`src/dlth_pkg.sv`:
```
`default_nettype none
package dlth_pkg;
  // ------------------------------------------------------------
  // widths and constants
  // ------------------------------------------------------------
  localparam int unsigned WAKE_W        = 4;     // one of sixteen wakeup times
  localparam int unsigned PATH_N        = 2;     // read-data, write-data
  localparam int unsigned PATH_RD       = 0;     // read-data path index
  localparam int unsigned PATH_WR       = 1;     // write-data path index
  localparam logic [3:0]  WAKE_RST      = 4'h0;  // wakeup select after reset
  localparam int unsigned STROBE_GAP_NS = 40;    // least spacing of level strobes
  localparam int unsigned CLK_NS        = 5;     // 200 MHz clock period
  localparam int unsigned STROBE_GAP_CY =
    (STROBE_GAP_NS + CLK_NS - 1) / CLK_NS;       // rounded up, cycles

  // training sequencer states
  typedef enum logic [2:0] {
    DLTH_IDLE,
    DLTH_RDEYE,
    DLTH_RDGATE,
    DLTH_WRLVL,
    DLTH_WRGAP
  } dlth_train_e;
endpackage
`default_nettype wire

```
`src/dlth_lp_path.sv`:
```
`timescale 1ns/10ps
`default_nettype none
// ------------------------------------------------------------
// one low-power opportunity request set for a single data path
// ------------------------------------------------------------
module dlth_lp_path
(
  input  wire logic                        clk,
  input  wire logic                        resetn,
  input  wire logic                        idle_ok,     // path has no work, may sleep
  input  wire logic                        traffic_req, // user wants traffic on path
  input  wire logic [dlth_pkg::WAKE_W-1:0] wake_sel,    // user chosen wakeup time
  input  wire logic                        lp_ack,      // phy acknowledge, synchronous
  output logic                             lp_req,      // request toward phy
  output logic [dlth_pkg::WAKE_W-1:0]      lp_wakeup,   // wakeup select toward phy
  output logic                             lp_acked,    // phy took the opportunity
  output logic                             path_ready   // traffic may be issued
);
  import dlth_pkg::*;
  // request: raised only while idle and no traffic pending
  always_ff @(posedge clk or negedge resetn)
  begin
    if (!resetn)
      lp_req <= 1'b0;
    else
      lp_req <= idle_ok && !traffic_req;
  end

  // wakeup select follows user select while request is low, held stable while it is up
  always_ff @(posedge clk or negedge resetn)
  begin
    if (!resetn)
      lp_wakeup <= WAKE_RST;
    else if (!lp_req)
      lp_wakeup <= wake_sel;
  end

  // ack is informative only; nothing waits on it
  always_ff @(posedge clk or negedge resetn)
  begin
    if (!resetn)
      lp_acked <= 1'b0;
    else
      lp_acked <= lp_req && lp_ack;
  end

  // traffic goes only once request is down
  assign path_ready = !lp_req;
endmodule
`default_nettype wire

```
`src/dlth_top.sv`:
```
`timescale 1ns/10ps
`default_nettype none
// Overview of operation
// - write path low-power request when idle
// - read path has independent request set
// - acknowledge optional, never waited on
// - four-bit wakeup select with each request
// - read eye request answered by enable
// - gate request answered by gate enable
// - write request answered by write enable
// - strobe pulsed during write leveling
// - controller-judged response gives sampled dq
module dlth_top
(
  input  wire logic                        clk,
  input  wire logic                        resetn,
  // user side, same clock
  input  wire logic                        rd_idle,
  input  wire logic                        rd_traffic_req,
  input  wire logic [dlth_pkg::WAKE_W-1:0] rd_wake_sel,
  input  wire logic                        wr_idle,
  input  wire logic                        wr_traffic_req,
  input  wire logic [dlth_pkg::WAKE_W-1:0] wr_wake_sel,
  input  wire logic                        controller_judges_training_mode,
  output logic                             rd_ready,
  output logic                             wr_ready,
  output logic                             rd_lp_acked,
  output logic                             wr_lp_acked,
  output logic                             wrlvl_delay_inc,
  output logic                             wrlvl_delay_dec,
  output logic                             training_busy,
  // dfi side
  output logic                             dfi_rdlp_req,
  input  wire logic                        dfi_rdlp_ack,
  output logic [dlth_pkg::WAKE_W-1:0]      dfi_rdlp_wakeup,
  output logic                             dfi_wrlp_req,
  input  wire logic                        dfi_wrlp_ack,
  output logic [dlth_pkg::WAKE_W-1:0]      dfi_wrlp_wakeup,
  input  wire logic                        dfi_rdlvl_req,
  output logic                             dfi_rdlvl_en,
  input  wire logic                        dfi_rdlvl_gate_req,
  output logic                             dfi_rdlvl_gate_en,
  input  wire logic                        dfi_rdlvl_resp,
  input  wire logic                        dfi_wrlvl_req,
  output logic                             dfi_wrlvl_en,
  output logic                             dfi_wrlvl_strobe,
  input  wire logic                        dfi_wrlvl_resp
);
  import dlth_pkg::*;

  // ------------------------------------------------------------
  // low-power path sets
  // ------------------------------------------------------------
  logic [PATH_N-1:0]             lp_idle;       // per path idle
  logic [PATH_N-1:0]             lp_traffic;    // per path traffic request
  logic [PATH_N-1:0][WAKE_W-1:0] lp_wsel;       // per path wake select
  logic [PATH_N-1:0]             lp_ack;        // per path phy ack
  logic [PATH_N-1:0]             lp_req;        // per path request out
  logic [PATH_N-1:0][WAKE_W-1:0] lp_wake;       // per path wakeup out
  logic [PATH_N-1:0]             lp_acked;      // per path ack seen
  logic [PATH_N-1:0]             lp_ready;      // per path traffic allowed

  // training holds both paths awake: phy needs the data paths live
  assign lp_idle[PATH_RD]    = rd_idle && !training_busy;
  assign lp_idle[PATH_WR]    = wr_idle && !training_busy;
  assign lp_traffic[PATH_RD] = rd_traffic_req;
  assign lp_traffic[PATH_WR] = wr_traffic_req;
  assign lp_wsel[PATH_RD]    = rd_wake_sel;
  assign lp_wsel[PATH_WR]    = wr_wake_sel;
  assign lp_ack[PATH_RD]     = dfi_rdlp_ack;
  assign lp_ack[PATH_WR]     = dfi_wrlp_ack;

  // one independent instance per path
  genvar gi;
  generate
    for (gi = 0; gi < PATH_N; gi++)
    begin : g_path
      dlth_lp_path u_path (
        .clk         (clk),
        .resetn      (resetn),
        .idle_ok     (lp_idle[gi]),
        .traffic_req (lp_traffic[gi]),
        .wake_sel    (lp_wsel[gi]),
        .lp_ack      (lp_ack[gi]),
        .lp_req      (lp_req[gi]),
        .lp_wakeup   (lp_wake[gi]),
        .lp_acked    (lp_acked[gi]),
        .path_ready  (lp_ready[gi])
      );
    end
  endgenerate

  assign dfi_rdlp_req    = lp_req[PATH_RD];
  assign dfi_rdlp_wakeup = lp_wake[PATH_RD];
  assign dfi_wrlp_req    = lp_req[PATH_WR];
  assign dfi_wrlp_wakeup = lp_wake[PATH_WR];
  assign rd_lp_acked     = lp_acked[PATH_RD];
  assign wr_lp_acked     = lp_acked[PATH_WR];
  // no traffic while training or while a request is still up
  assign rd_ready        = lp_ready[PATH_RD] && !training_busy;
  assign wr_ready        = lp_ready[PATH_WR] && !training_busy;

  // ------------------------------------------------------------
  // training sequencer
  // ------------------------------------------------------------
  dlth_train_e state_r;       // current training phase
  logic [7:0]  gap_cnt_r;     // spacing between strobes
  logic        strobe_r;      // strobe pulse register
  logic        resp_d_r;      // last write response sample
  logic        wr_leave;      // write leveling run ends at this edge

  // request priority: read eye, then gate, then write leveling
  always_ff @(posedge clk or negedge resetn)
  begin
    if (!resetn)
      state_r <= DLTH_IDLE;
    else
    begin
      case (state_r)
        DLTH_IDLE:
          if (dfi_rdlvl_req)
            state_r <= DLTH_RDEYE;
          else if (dfi_rdlvl_gate_req)
            state_r <= DLTH_RDGATE;
          else if (dfi_wrlvl_req)
            state_r <= DLTH_WRLVL;
        // enable held until the phy reports done
        DLTH_RDEYE:
          if (dfi_rdlvl_resp)
            state_r <= DLTH_IDLE;
        DLTH_RDGATE:
          if (dfi_rdlvl_resp)
            state_r <= DLTH_IDLE;
        // phy-judged: response means aligned; controller-judged: it is dq
        DLTH_WRLVL:
          if (!controller_judges_training_mode && dfi_wrlvl_resp)
            state_r <= DLTH_IDLE;
          else if (controller_judges_training_mode && !dfi_wrlvl_req)
            state_r <= DLTH_IDLE;
          else if (strobe_r)
            state_r <= DLTH_WRGAP;
        DLTH_WRGAP:
          if (!controller_judges_training_mode && dfi_wrlvl_resp)
            state_r <= DLTH_IDLE;
          else if (controller_judges_training_mode && !dfi_wrlvl_req)
            state_r <= DLTH_IDLE;
          else if (gap_cnt_r == 8'h00)
            state_r <= DLTH_WRLVL;
        default:
          state_r <= DLTH_IDLE;
      endcase
    end
  end

  // ------------------------------------------------------------
  // write leveling strobe
  // ------------------------------------------------------------
  // run ends: phy-judged on response, controller-judged on request drop
  assign wr_leave = controller_judges_training_mode ? !dfi_wrlvl_req : dfi_wrlvl_resp;

  // strobe spacing counter, loaded after each pulse
  always_ff @(posedge clk or negedge resetn)
  begin
    if (!resetn)
      gap_cnt_r <= 8'h00;
    else if (strobe_r)
      gap_cnt_r <= 8'(STROBE_GAP_CY - 1);
    // spacing is kept within one run only, so each new run strobes at once
    else if (state_r == DLTH_IDLE)
      gap_cnt_r <= 8'h00;
    else if (gap_cnt_r != 8'h00)
      gap_cnt_r <= gap_cnt_r - 8'h01;
  end

  // one-cycle strobe each time leveling phase is entered
  always_ff @(posedge clk or negedge resetn)
  begin
    if (!resetn)
      strobe_r <= 1'b0;
    else
      strobe_r <= (state_r == DLTH_WRLVL) && !strobe_r && (gap_cnt_r == 8'h00)
                  && !wr_leave;
  end
  assign dfi_wrlvl_strobe = strobe_r;

  // ------------------------------------------------------------
  // controller-judged delay steering
  // ------------------------------------------------------------
  // sample dq response one gap after each strobe, then steer delay
  always_ff @(posedge clk or negedge resetn)
  begin
    if (!resetn)
    begin
      resp_d_r        <= 1'b0;
      wrlvl_delay_inc <= 1'b0;
      wrlvl_delay_dec <= 1'b0;
    end
    else
    begin
      resp_d_r <= dfi_wrlvl_resp;
      // dq low: clock not yet seen, push strobe later; high: pull earlier
      wrlvl_delay_inc <= controller_judges_training_mode && (state_r == DLTH_WRGAP)
                         && (gap_cnt_r == 8'h01) && !resp_d_r;
      wrlvl_delay_dec <= controller_judges_training_mode && (state_r == DLTH_WRGAP)
                         && (gap_cnt_r == 8'h01) && resp_d_r;
    end
  end

  // ------------------------------------------------------------
  // training enables
  // ------------------------------------------------------------
  // enables straight from state; phy starts on enable alone
  assign dfi_rdlvl_en      = (state_r == DLTH_RDEYE);
  assign dfi_rdlvl_gate_en = (state_r == DLTH_RDGATE);
  assign dfi_wrlvl_en      = (state_r == DLTH_WRLVL) || (state_r == DLTH_WRGAP);
  assign training_busy     = (state_r != DLTH_IDLE);
endmodule
`default_nettype wire

```
`config.mk`:
```
export PLATFORM = sky130hd
export DESIGN_NAME = dlth_top
export DESIGN_NICKNAME = d
export VERILOG_FILES = /design/src/dlth_pkg.sv /design/src/dlth_lp_path.sv /design/src/dlth_top.sv
export SDC_FILE = /design/constraint.sdc
export NUM_CORES = 1
export LEC_CHECK = 0
export BUFFER_PORTS_ARGS = -buffer_cell sky130_fd_sc_hd__buf_2
export CAP_MARGIN = 30
export CORE_AREA = 2 2 57 59
export DETAILED_ROUTE_END_ITERATION = 8
export DIE_AREA = 0 0 59 61
export PLACE_DENSITY_LB_ADDON = 0.2
export RECOVER_POWER = 50
export SYNTH_ARGS = -nofsm -noshare
export SYNTH_HDL_FRONTEND = slang
export SYNTH_SLANG_ARGS = --single-unit
```
`constraint.sdc`:
```
create_clock -name clk -period 1.8 [get_ports clk]
set_clock_uncertainty 0.1 [all_clocks]
set_input_delay 0.27 -clock clk [delete_from_list [all_inputs] [get_ports clk]]
set_output_delay 0.27 -clock clk [all_outputs]
set_load 0.02 [all_outputs]
```
==> results.toml, run 1 <==
[status]
outcome = "complete, but fails checks"
violations = "negative setup slack"

[drt]
met3_wirelength_um = 89
drc = 0
drt_first_pass_iters = 4
viasPerCell = 5.08
met2_length_mm = 1.48
drt_iter0_markers = 25
vias = 1061
drt-total-wl_mm = 2.78
wl_met1_mm = 1.17
ant_nets = 0
wl_per_cell_um = 13.3
routed.top_layer = "met4"

[synth]
synth_commonest_cells = "dfrtp_1, nor2_1, mux2_2, nor3b_1, xnor2_1"
synthArstFlopShare_pct = 100
synth-edff-count = 0
ys_ff_latch = 27
netlist_instances = 107
synthesis.area_um2 = 1250
synth_nets = 132
synth.largest_area_cell = "dfrtp_1"
synthFlopType = "dfrtp_1"
ys_top_cells_by_area = "dfrtp_1, mux2_2, xnor2_1, nor3b_1, ha_1"
ys.warnings.count = 0
synth_cell_types = 34
synth.most_common_cell = "dfrtp_1"
yosysSeqAreaShare_pct = 53.8
synth_top_area_share_pct = 53.8
syn_area_per_cell_um2 = 11.7

[timing]
fmax_mhz = 528
report.final.setup_viol = 6
worst_slack_ps = -93.7
rsz0062_at_grt = "true"
hold_violations = 0
maxSlewViolCount = 0
tightest_slew_ps = 655
finalCriticalPeriod_ps = 1890
tns_ps = -424
relSlewSlack_pct = 56.4
post-route-period-util_pct = 105

[final_layout]
multi_input_area_um2 = 619
nets = 202
seq_area_um2 = 676
finalInstanceArea_um2 = 1820
antenna_cells = 0
num-fill-cells = 264
fin_util_pct = 61.6
areaGrowthSynthToFinish_pct = 44.9
drive_above_1_share_pct = 50.6

[grt]
grt.total_usage_pct = 17.9
grt_start_max_net_pins = 28
grt_overflow = 0
grt_pass1_wl_mm = 4.76
antenna_found_initial = 0
grt_pass1_vias = 1110

[worst_setup_path]
start_kind = "flop"
required_ps = 1430
worst-setup-path-type = "reg -> out"
arrival_ps = 1520
r2r_start = "state_r[0]$_DFFE_PN0P_"
worstSetupEndpointType = "output pin"
startpoint = "state_r[0]$_DFFE_PN0P_"
cp_max_fo = 4
rrSetupSlack_ps = -90

[clock_tree]
cts.sinks = 27
clockRootBuffer = "clkbuf_4"
clk_latency_ps = 330
clockBufferDepth = 2
cts_buffers = 3
clkTransAtPathRegs_ps = 150
htree_levels = 1
cts_tree = "built"

[power_and_ir_drop]
p_per_area_nw_per_um2 = 1500
combinationalPowerShare_pct = 57.9
p_int_mw = 1.67
p_clk_share_pct = 10.2
p_sw_mw = 1.06
p_seq_share_pct = 31.9
p_leak_nw = 0.903
swShare_pct = 38.8
vdd_ir_drop_max_uv = 798
total_power_mw = 2.73

[job]
cap_violations = 0

[place]
place_area_um2 = 1630
place_ws_ps = -53.1
dp_hpwl_mm = 2.02
gp_congestion = 0.848
port_buffers = 42

[floorplan]
rows = 20
top_level_ports = 43
dieArea_um2 = 3600
core_area_um2 = 2950
die-height_um = 61
die_w_um = 59
start_util_pct = 42.5

[min_path]
holdCritPathClass = "in -> reg"
hold_start = "dfi_rdlp_ack"
==> power by group through the flow <==
stage | registers, mW | logic, mW | clock network [mW]
after floorplan | 0.922 | 0.770 | 0
after global placement | 0.858 | 1.32 | 0
after detailed placement | 0.869 | 1.33 | 0
after CTS | 0.858 | 1.47 | 0.296
after global routing | 0.892 | 1.74 | 0.316
final | 0.869 | 1.58 | 0.279
==> registers in the layout, indices dropped and copies added, names as in the netlist <==
name / cells
dfi_wrlvl_strobe: 1
g_path.u_path.lp_acked: 2
g_path.u_path.lp_req: 2
g_path.u_path.lp_wakeup: 8
gap_cnt_r: 8
resp_d_r: 1
state_r: 3
wrlvl_delay_dec: 1
wrlvl_delay_inc: 1
==> stage by stage <==
stage / hold WS (ps) / instances
after floorplan: -126 / 107
after global placement: 209 / 197
after detailed placement: 212 / 197
after CTS: 22.2 / 209
after global routing: 16.1 / 209
final: 43.1 / 209
==> routing by layer <==
layer	track usage [%]	up-vias
li1	-	519
met1	20.7	518
met2	32.5	19
met3	2.56	5
met4	8.44	0
met5	0	-
==> path summary, 6_finish.rpt <==
kind                       cells after the start                                   endpoint
max                                            4                                   rd_ready
min                                            2        g_path[0].u_path.lp_acked$_DFF_PN0_
max reg2reg                                    4                     state_r[0]$_DFFE_PN0P_
min reg2reg                                    1                  wrlvl_delay_inc$_DFF_PN0_
max in group asynchronous                      2                   gap_cnt_r[2]$_DFFE_PN0P_
min in group asynchronous                      2  g_path[1].u_path.lp_wakeup[3]$_DFFE_PN0N_
==> final cells by class <==
class / count / area share (%)
inverter: 5 / 1.03
clock buffer: 3 / 1.24
clock inverter: 1 / 0.482
timing repair buffer: 66 / 23.7
tap: 33 / 2.27
sequential: 27 / 37.2
multi-input combinational: 74 / 34.1
==> cells in the final DEF, fill, tap and decap left out, types with 2 or more instances in the layout <==
cell / Yosys / final
nor3b_2: 0 / 2
nor4_2: 1 / 2
nor2_4: 0 / 2
nor2_1: 10 / 8
a21o_1: 2 / 2
inv_1: 5 / 5
nor4_1: 3 / 2
and2_1: 3 / 2
mux2_2: 8 / 8
xnor2_1: 6 / 6
buf_2: 0 / 36
nand4_1: 2 / 2
or3_1: 3 / 2
buf_6: 0 / 4
dlygate4sd3_1: 0 / 4
dfrtp_1: 27 / 27
or4_4: 0 / 2
o22a_1: 2 / 2
buf_4: 0 / 19
or3_4: 1 / 2
o21ai_0: 2 / 2
ha_1: 3 / 3
clkbuf_4: 0 / 3
a21oi_1: 3 / 3
nor3b_1: 6 / 3
nand2_1: 2 / 2
==> repair_timing <==
action | CTS | global route
endpoints found under the hold margin | 30 | 0
pin swaps | 1 | 5
setup endpoints to repair | 7 | 16
buffers inserted | 4 | 0
gates resized for setup | 8 | 15
hold buffers | 4 | 0
==> logic make-up (layout without fill, tap and decap cells) <==
kind of cell,Yosys count,in the layout,share of synthesized area [%]
xor+xnor,7,7,4.89
simple gates,43,43,21.6
buf+inv,6,75,1.79
fa+ha+maj,3,3,2.99
compound gates,12,12,6.88
flops,27,27,53.8
mux,9,9,7.98
==> critical path, cell delays in order (launching register included) <==
cell and delay [ps]:
dfrtp_1 440, or3_4 410, buf_8 140, nor2_4 80, buf_6 120
Note: power is estimated with default switching activity, not from simulation.
==> run 2, diff against run 1 <==
Settings changed: SETUP_SLACK_MARGIN set to 0.15.
==> results.toml, run 2 (synthesis gave the netlist of run 1 again) <==
[status]
outcome = "complete, but fails checks"
violations = "negative setup slack"

[worst_setup_path]
rr_worst_depth = 5
worstReg2RegEnd = "state_r[1]$_DFFE_PN0P_"
required_ps = 1940
cp_max_fo = 3
start_kind = "flop"
worst-setup-path-type = "reg -> reg"
arrival_ps = 2070
r2r_start = "state_r[1]$_DFFE_PN0P_"
rrSetupSlack_ps = -130
worstSetupEndpointType = "flop"

[power_and_ir_drop]
p_clk_share_pct = 9.5
p_sw_mw = 1.20
p_int_mw = 1.85
p_per_area_nw_per_um2 = 1580
p_leak_nw = 0.924
swShare_pct = 39.3
vdd_ir_drop_max_uv = 785
p_seq_share_pct = 28.6
combinationalPowerShare_pct = 62.0

[drt]
vias = 1110
wl_per_cell_um = 14.2
drt_iter0_markers = 18
drt_first_pass_iters = 3
viasPerCell = 5.26
drt-total-wl_mm = 3.00
ant_nets = 0
drc = 0

[place]
dp_hpwl_mm = 2.03
place_ws_ps = -39.5
port_buffers = 42
placedCellCount = 193
gp_congestion = 0.808

[clock_tree]
clkTransAtPathRegs_ps = 160
cts_tree = "built"
cts_buffers = 3
clockRootBuffer = "clkbuf_4"
htree_levels = 1
cts.sinks = 27
clockBufferDepth = 2
clk_latency_ps = 330

[final_layout]
final_cell_mix = "buf_2, dfrtp_1, buf_4"
nets = 204
drive_above_1_share_pct = 57.9
multi_input_area_um2 = 692
final_common_cell = "buf_2"
reg_top3 = "g_path.u_path.lp_wakeup: 8 flops, gap_cnt_r: 8 flops, state_r: 3 flops"
areaGrowthSynthToFinish_pct = 53.5
num-fill-cells = 249
antenna_cells = 0
fin_cells = 211
seq_area_um2 = 678

[timing]
post-route-period-util_pct = 107
rsz0062_at_grt = "true"
worst_slack_ps = -133
relSlewSlack_pct = 55.6
finalCriticalPeriod_ps = 1930
hold_violations = 0
maxSlewViolCount = 0
fmax_mhz = 517
tightest_slew_ps = 666
report.final.setup_viol = 8

[grt]
grt_start_max_net_pins = 28
grt.total_usage_pct = 17.7
grt_pass1_wl_mm = 4.84
grt_pass1_vias = 1122
grt_overflow = 0
antenna_found_initial = 0

[floorplan]
core_area_um2 = 2950
rows = 20
top_level_ports = 43
start_util_pct = 42.5
die_w_um = 59
die-height_um = 61
dieArea_um2 = 3600

[min_path]
min_to = "g_path[0].u_path.lp_acked$_DFF_PN0_"
hold_depth = 2
hold_start = "dfi_rdlp_ack"
holdCritPathClass = "in -> reg"

[job]
cap_violations = 0
-- run 2: layout make-up --
type	count	area share, %
clock buffer	3	1.17
clock inverter	1	0.455
inverter	5	0.974
multi-input combinational	74	35.9
sequential	27	35.2
tap	33	2.14
timing repair buffer	68	24.2
-- run 2: worst max-delay path: stages (launching register included) --
cell and delay (ps):
dfrtp_1 440, buf_6 130, or3b_4 380, or3_4 350, o2111a_1 250, o22a_1 190
-- run 2: worst max-delay path by stage --
stage                                  end  depth (start not counted)  slack, ps                   start
floorplan           state_r[0]$_DFFE_PN0P_                          4        -10  state_r[0]$_DFFE_PN0P_
global placement    state_r[1]$_DFFE_PN0P_                          4         -7  state_r[0]$_DFFE_PN0P_
detailed placement  state_r[1]$_DFFE_PN0P_                          4        -40  state_r[0]$_DFFE_PN0P_
CTS                 state_r[1]$_DFFE_PN0P_                          5       -120  state_r[1]$_DFFE_PN0P_
global route        state_r[0]$_DFFE_PN0P_                          5       -180  state_r[1]$_DFFE_PN0P_
finish              state_r[1]$_DFFE_PN0P_                          5       -130  state_r[1]$_DFFE_PN0P_
-- run 2: power groups by stage --
stage | combinational (mW) | sequential [mW] | clock (mW)
floorplan | 0.811 | 0.931 | 0
global placement | 1.33 | 0.863 | 0
detailed placement | 1.35 | 0.871 | 0
CTS | 1.78 | 0.861 | 0.292
global route | 2.03 | 0.894 | 0.317
finish | 1.89 | 0.872 | 0.289
-- run 2: metal layers --
metal	track usage [%]	routed length (um)	vias to the layer above
met5	0	0	-
met1	21.4	1250	560
met2	32.7	1620	20
met4	5.84	30	0
met3	2.13	95	4
li1	-	-	526
-- run 2: per-stage QoR --
step / utilization, % / hold WS [ps] / power, mW / area (um2) / TNS, ps
floorplan: - / -126 / 1.74 / 1280 / -21.6
global placement: 54.9 / 205 / 2.20 / 1620 / -12.2
detailed placement: 54.9 / 214 / 2.22 / 1620 / -74.8
CTS: 63.3 / 34.4 / 2.93 / 1870 / -531
global route: 65.3 / 18.7 / 3.24 / 1930 / -1130
finish: 65.3 / 35.1 / 3.05 / 1930 / -672
-- run 2: what timing repair did --
| item | CTS | global route |
|---|---|---|
| hold buffers | 4 | 0 |
| buffers inserted | 8 | 2 |
| pin swaps | 4 | 4 |
| endpoints found under the setup margin | 18 | 20 |
| hold endpoints to repair | 30 | 0 |
| resized for setup | 29 | 10 |
==> run 3, diff against run 2 <==
Settings changed: HOLD_SLACK_MARGIN set to 0.05, SLEW_MARGIN set to 40.
==> results.toml, run 3 (synthesis gave the netlist of run 1 again) <==
[status]
outcome = "complete, but fails checks"
violations = "negative setup slack"

[drt]
viasPerCell = 5.21
drt-total-wl_mm = 3.13
routed.top_layer = "met4"
wl_per_cell_um = 14.2
vias = 1151
drt_first_pass_iters = 4
ant_nets = 0
drc = 0
met3_wirelength_um = 95
met2_length_mm = 1.69
drt_iter0_markers = 27
wl_met1_mm = 1.31

[worst_setup_path]
cp_top_family = "simple AND/OR/NAND/NOR gates"
timing.critical_path.buf_inv = 1
worst-setup-path-type = "reg -> reg"
cp_slowest_cell = "dfrtp_1"
worstPathCellList = "buf_6 > or3b_4 > or3_4 > o2111a_1 > o22a_1"
arrival_ps = 2070
slowest_delay_ps = 440
worstSetupEndpointType = "flop"
cp_max_fo = 3
required_ps = 1940
start_kind = "flop"

[place]
gp_congestion = 0.808
dp_hpwl_mm = 2.03
port_buffers = 42
place_area_um2 = 1620

[final_layout]
final_common_cell = "buf_2"
fin_util_pct = 68.6
antenna_cells = 0
nets = 214
final_cell_mix = "buf_2, dfrtp_1, buf_4"
reg_top3 = "g_path.u_path.lp_wakeup: 8 flops, gap_cnt_r: 8 flops, state_r: 3 flops"
areaGrowthSynthToFinish_pct = 61.5
drive_above_1_share_pct = 54.8
finalInstanceArea_um2 = 2030
num-fill-cells = 231

[timing]
finalCriticalPeriod_ps = 1930
worst_slack_ps = -132
report.final.setup_viol = 8
relSlewSlack_pct = 54.6
hold_violations = 0
fmax_mhz = 518
post-route-period-util_pct = 107
rsz0062_at_grt = "true"
maxSlewViolCount = 0
tightest_slew_ps = 680

[floorplan]
start_util_pct = 42.5
die_w_um = 59
top_level_ports = 43
core_area_um2 = 2950
rows = 20
die-height_um = 61
dieArea_um2 = 3600

[clock_tree]
clockRootBuffer = "clkbuf_4"
cts.sinks = 27
clockBufferDepth = 2
clk_latency_ps = 330
htree_levels = 1
cts_buffers = 3
cts_tree = "built"
clkTransAtPathRegs_ps = 160

[power_and_ir_drop]
vdd_ir_drop_max_uv = 786
p_clk_share_pct = 9.4
combinationalPowerShare_pct = 62.1
swShare_pct = 39.1
p_seq_share_pct = 28.5
p_leak_nw = 0.965
p_sw_mw = 1.20
p_int_mw = 1.87
p_per_area_nw_per_um2 = 1510

[min_path]
holdCritPathClass = "in -> reg"

[grt]
grt.total_usage_pct = 17.8
grt_overflow = 0
grt_start_max_net_pins = 28
grt_pass1_wl_mm = 4.88
grt_pass1_vias = 1136
antenna_found_initial = 0

[job]
cap_violations = 0
==> run 3: what timing repair did <==
| item | 4_1_cts | 5_1_grt |
|---|---|---|
| setup buffers | 8 | 2 |
| hold buffers | 8 | 6 |
| resized for setup | 29 | 10 |
| endpoints found under the hold margin | 34 | 6 |
| setup endpoints to repair | 18 | 20 |
| pin swaps | 4 | 4 |
| gates cloned | 0 | 0 |
==> run 3: worst paths after layout <==
kind	start	endpoint	slack, ps	depth (start not counted)
worst max-delay path	state_r[1]$_DFFE_PN0P_	state_r[1]$_DFFE_PN0P_	-130	5
worst min-delay path	wr_wake_sel[0]	g_path[1].u_path.lp_wakeup[0]$_DFFE_PN0N_	60	2
worst max register to register	state_r[1]$_DFFE_PN0P_	state_r[1]$_DFFE_PN0P_	-130	5
worst min register to register	resp_d_r$_DFF_PN0_	wrlvl_delay_inc$_DFF_PN0_	360	1
max in group asynchronous	resetn	gap_cnt_r[3]$_DFFE_PN0P_	740	2
min in group asynchronous	resetn	g_path[1].u_path.lp_acked$_DFF_PN0_	380	2
==> run 3: cell type report <==
cell class                 count  area (um2)  area share (%)
sequential                    27         678            33.5
inverter                       5        18.8           0.926
clock inverter                 1        8.76           0.432
timing repair buffer          78         566            27.9
clock buffer                   3        22.5            1.11
multi-input combinational     74         692            34.1
tap                           33        41.3            2.04
==> run 3: per-layer routing <==
layer | vias to the layer above | global-route usage, %
li1 | 546 | -
met1 | 581 | 21.4
met2 | 20 | 33.2
met3 | 4 | 2.13
met4 | 0 | 5.84
met5 | - | 0
==> run 3: power by group through the flow <==
stage	registers, mW	logic (mW)	clock network [mW]
after floorplan	0.931	0.811	0
after global placement	0.863	1.33	0
after detailed placement	0.871	1.35	0
after CTS	0.861	1.79	0.292
after global routing	0.895	2.05	0.317
final	0.873	1.91	0.289
==> run 3: stage by stage <==
stage	hold WS (ps)	setup slack, ps	power, mW	setup TNS (ps)	cells
floorplan	-126	-10.8	1.74	-21.6	107
global placement	205	-6.90	2.20	-12.2	193
detailed placement	214	-39.5	2.22	-74.8	193
CTS	50.5	-117	2.94	-531	213
global route	53.5	-182	3.26	-1100	221
finish	56.0	-132	3.07	-628	221
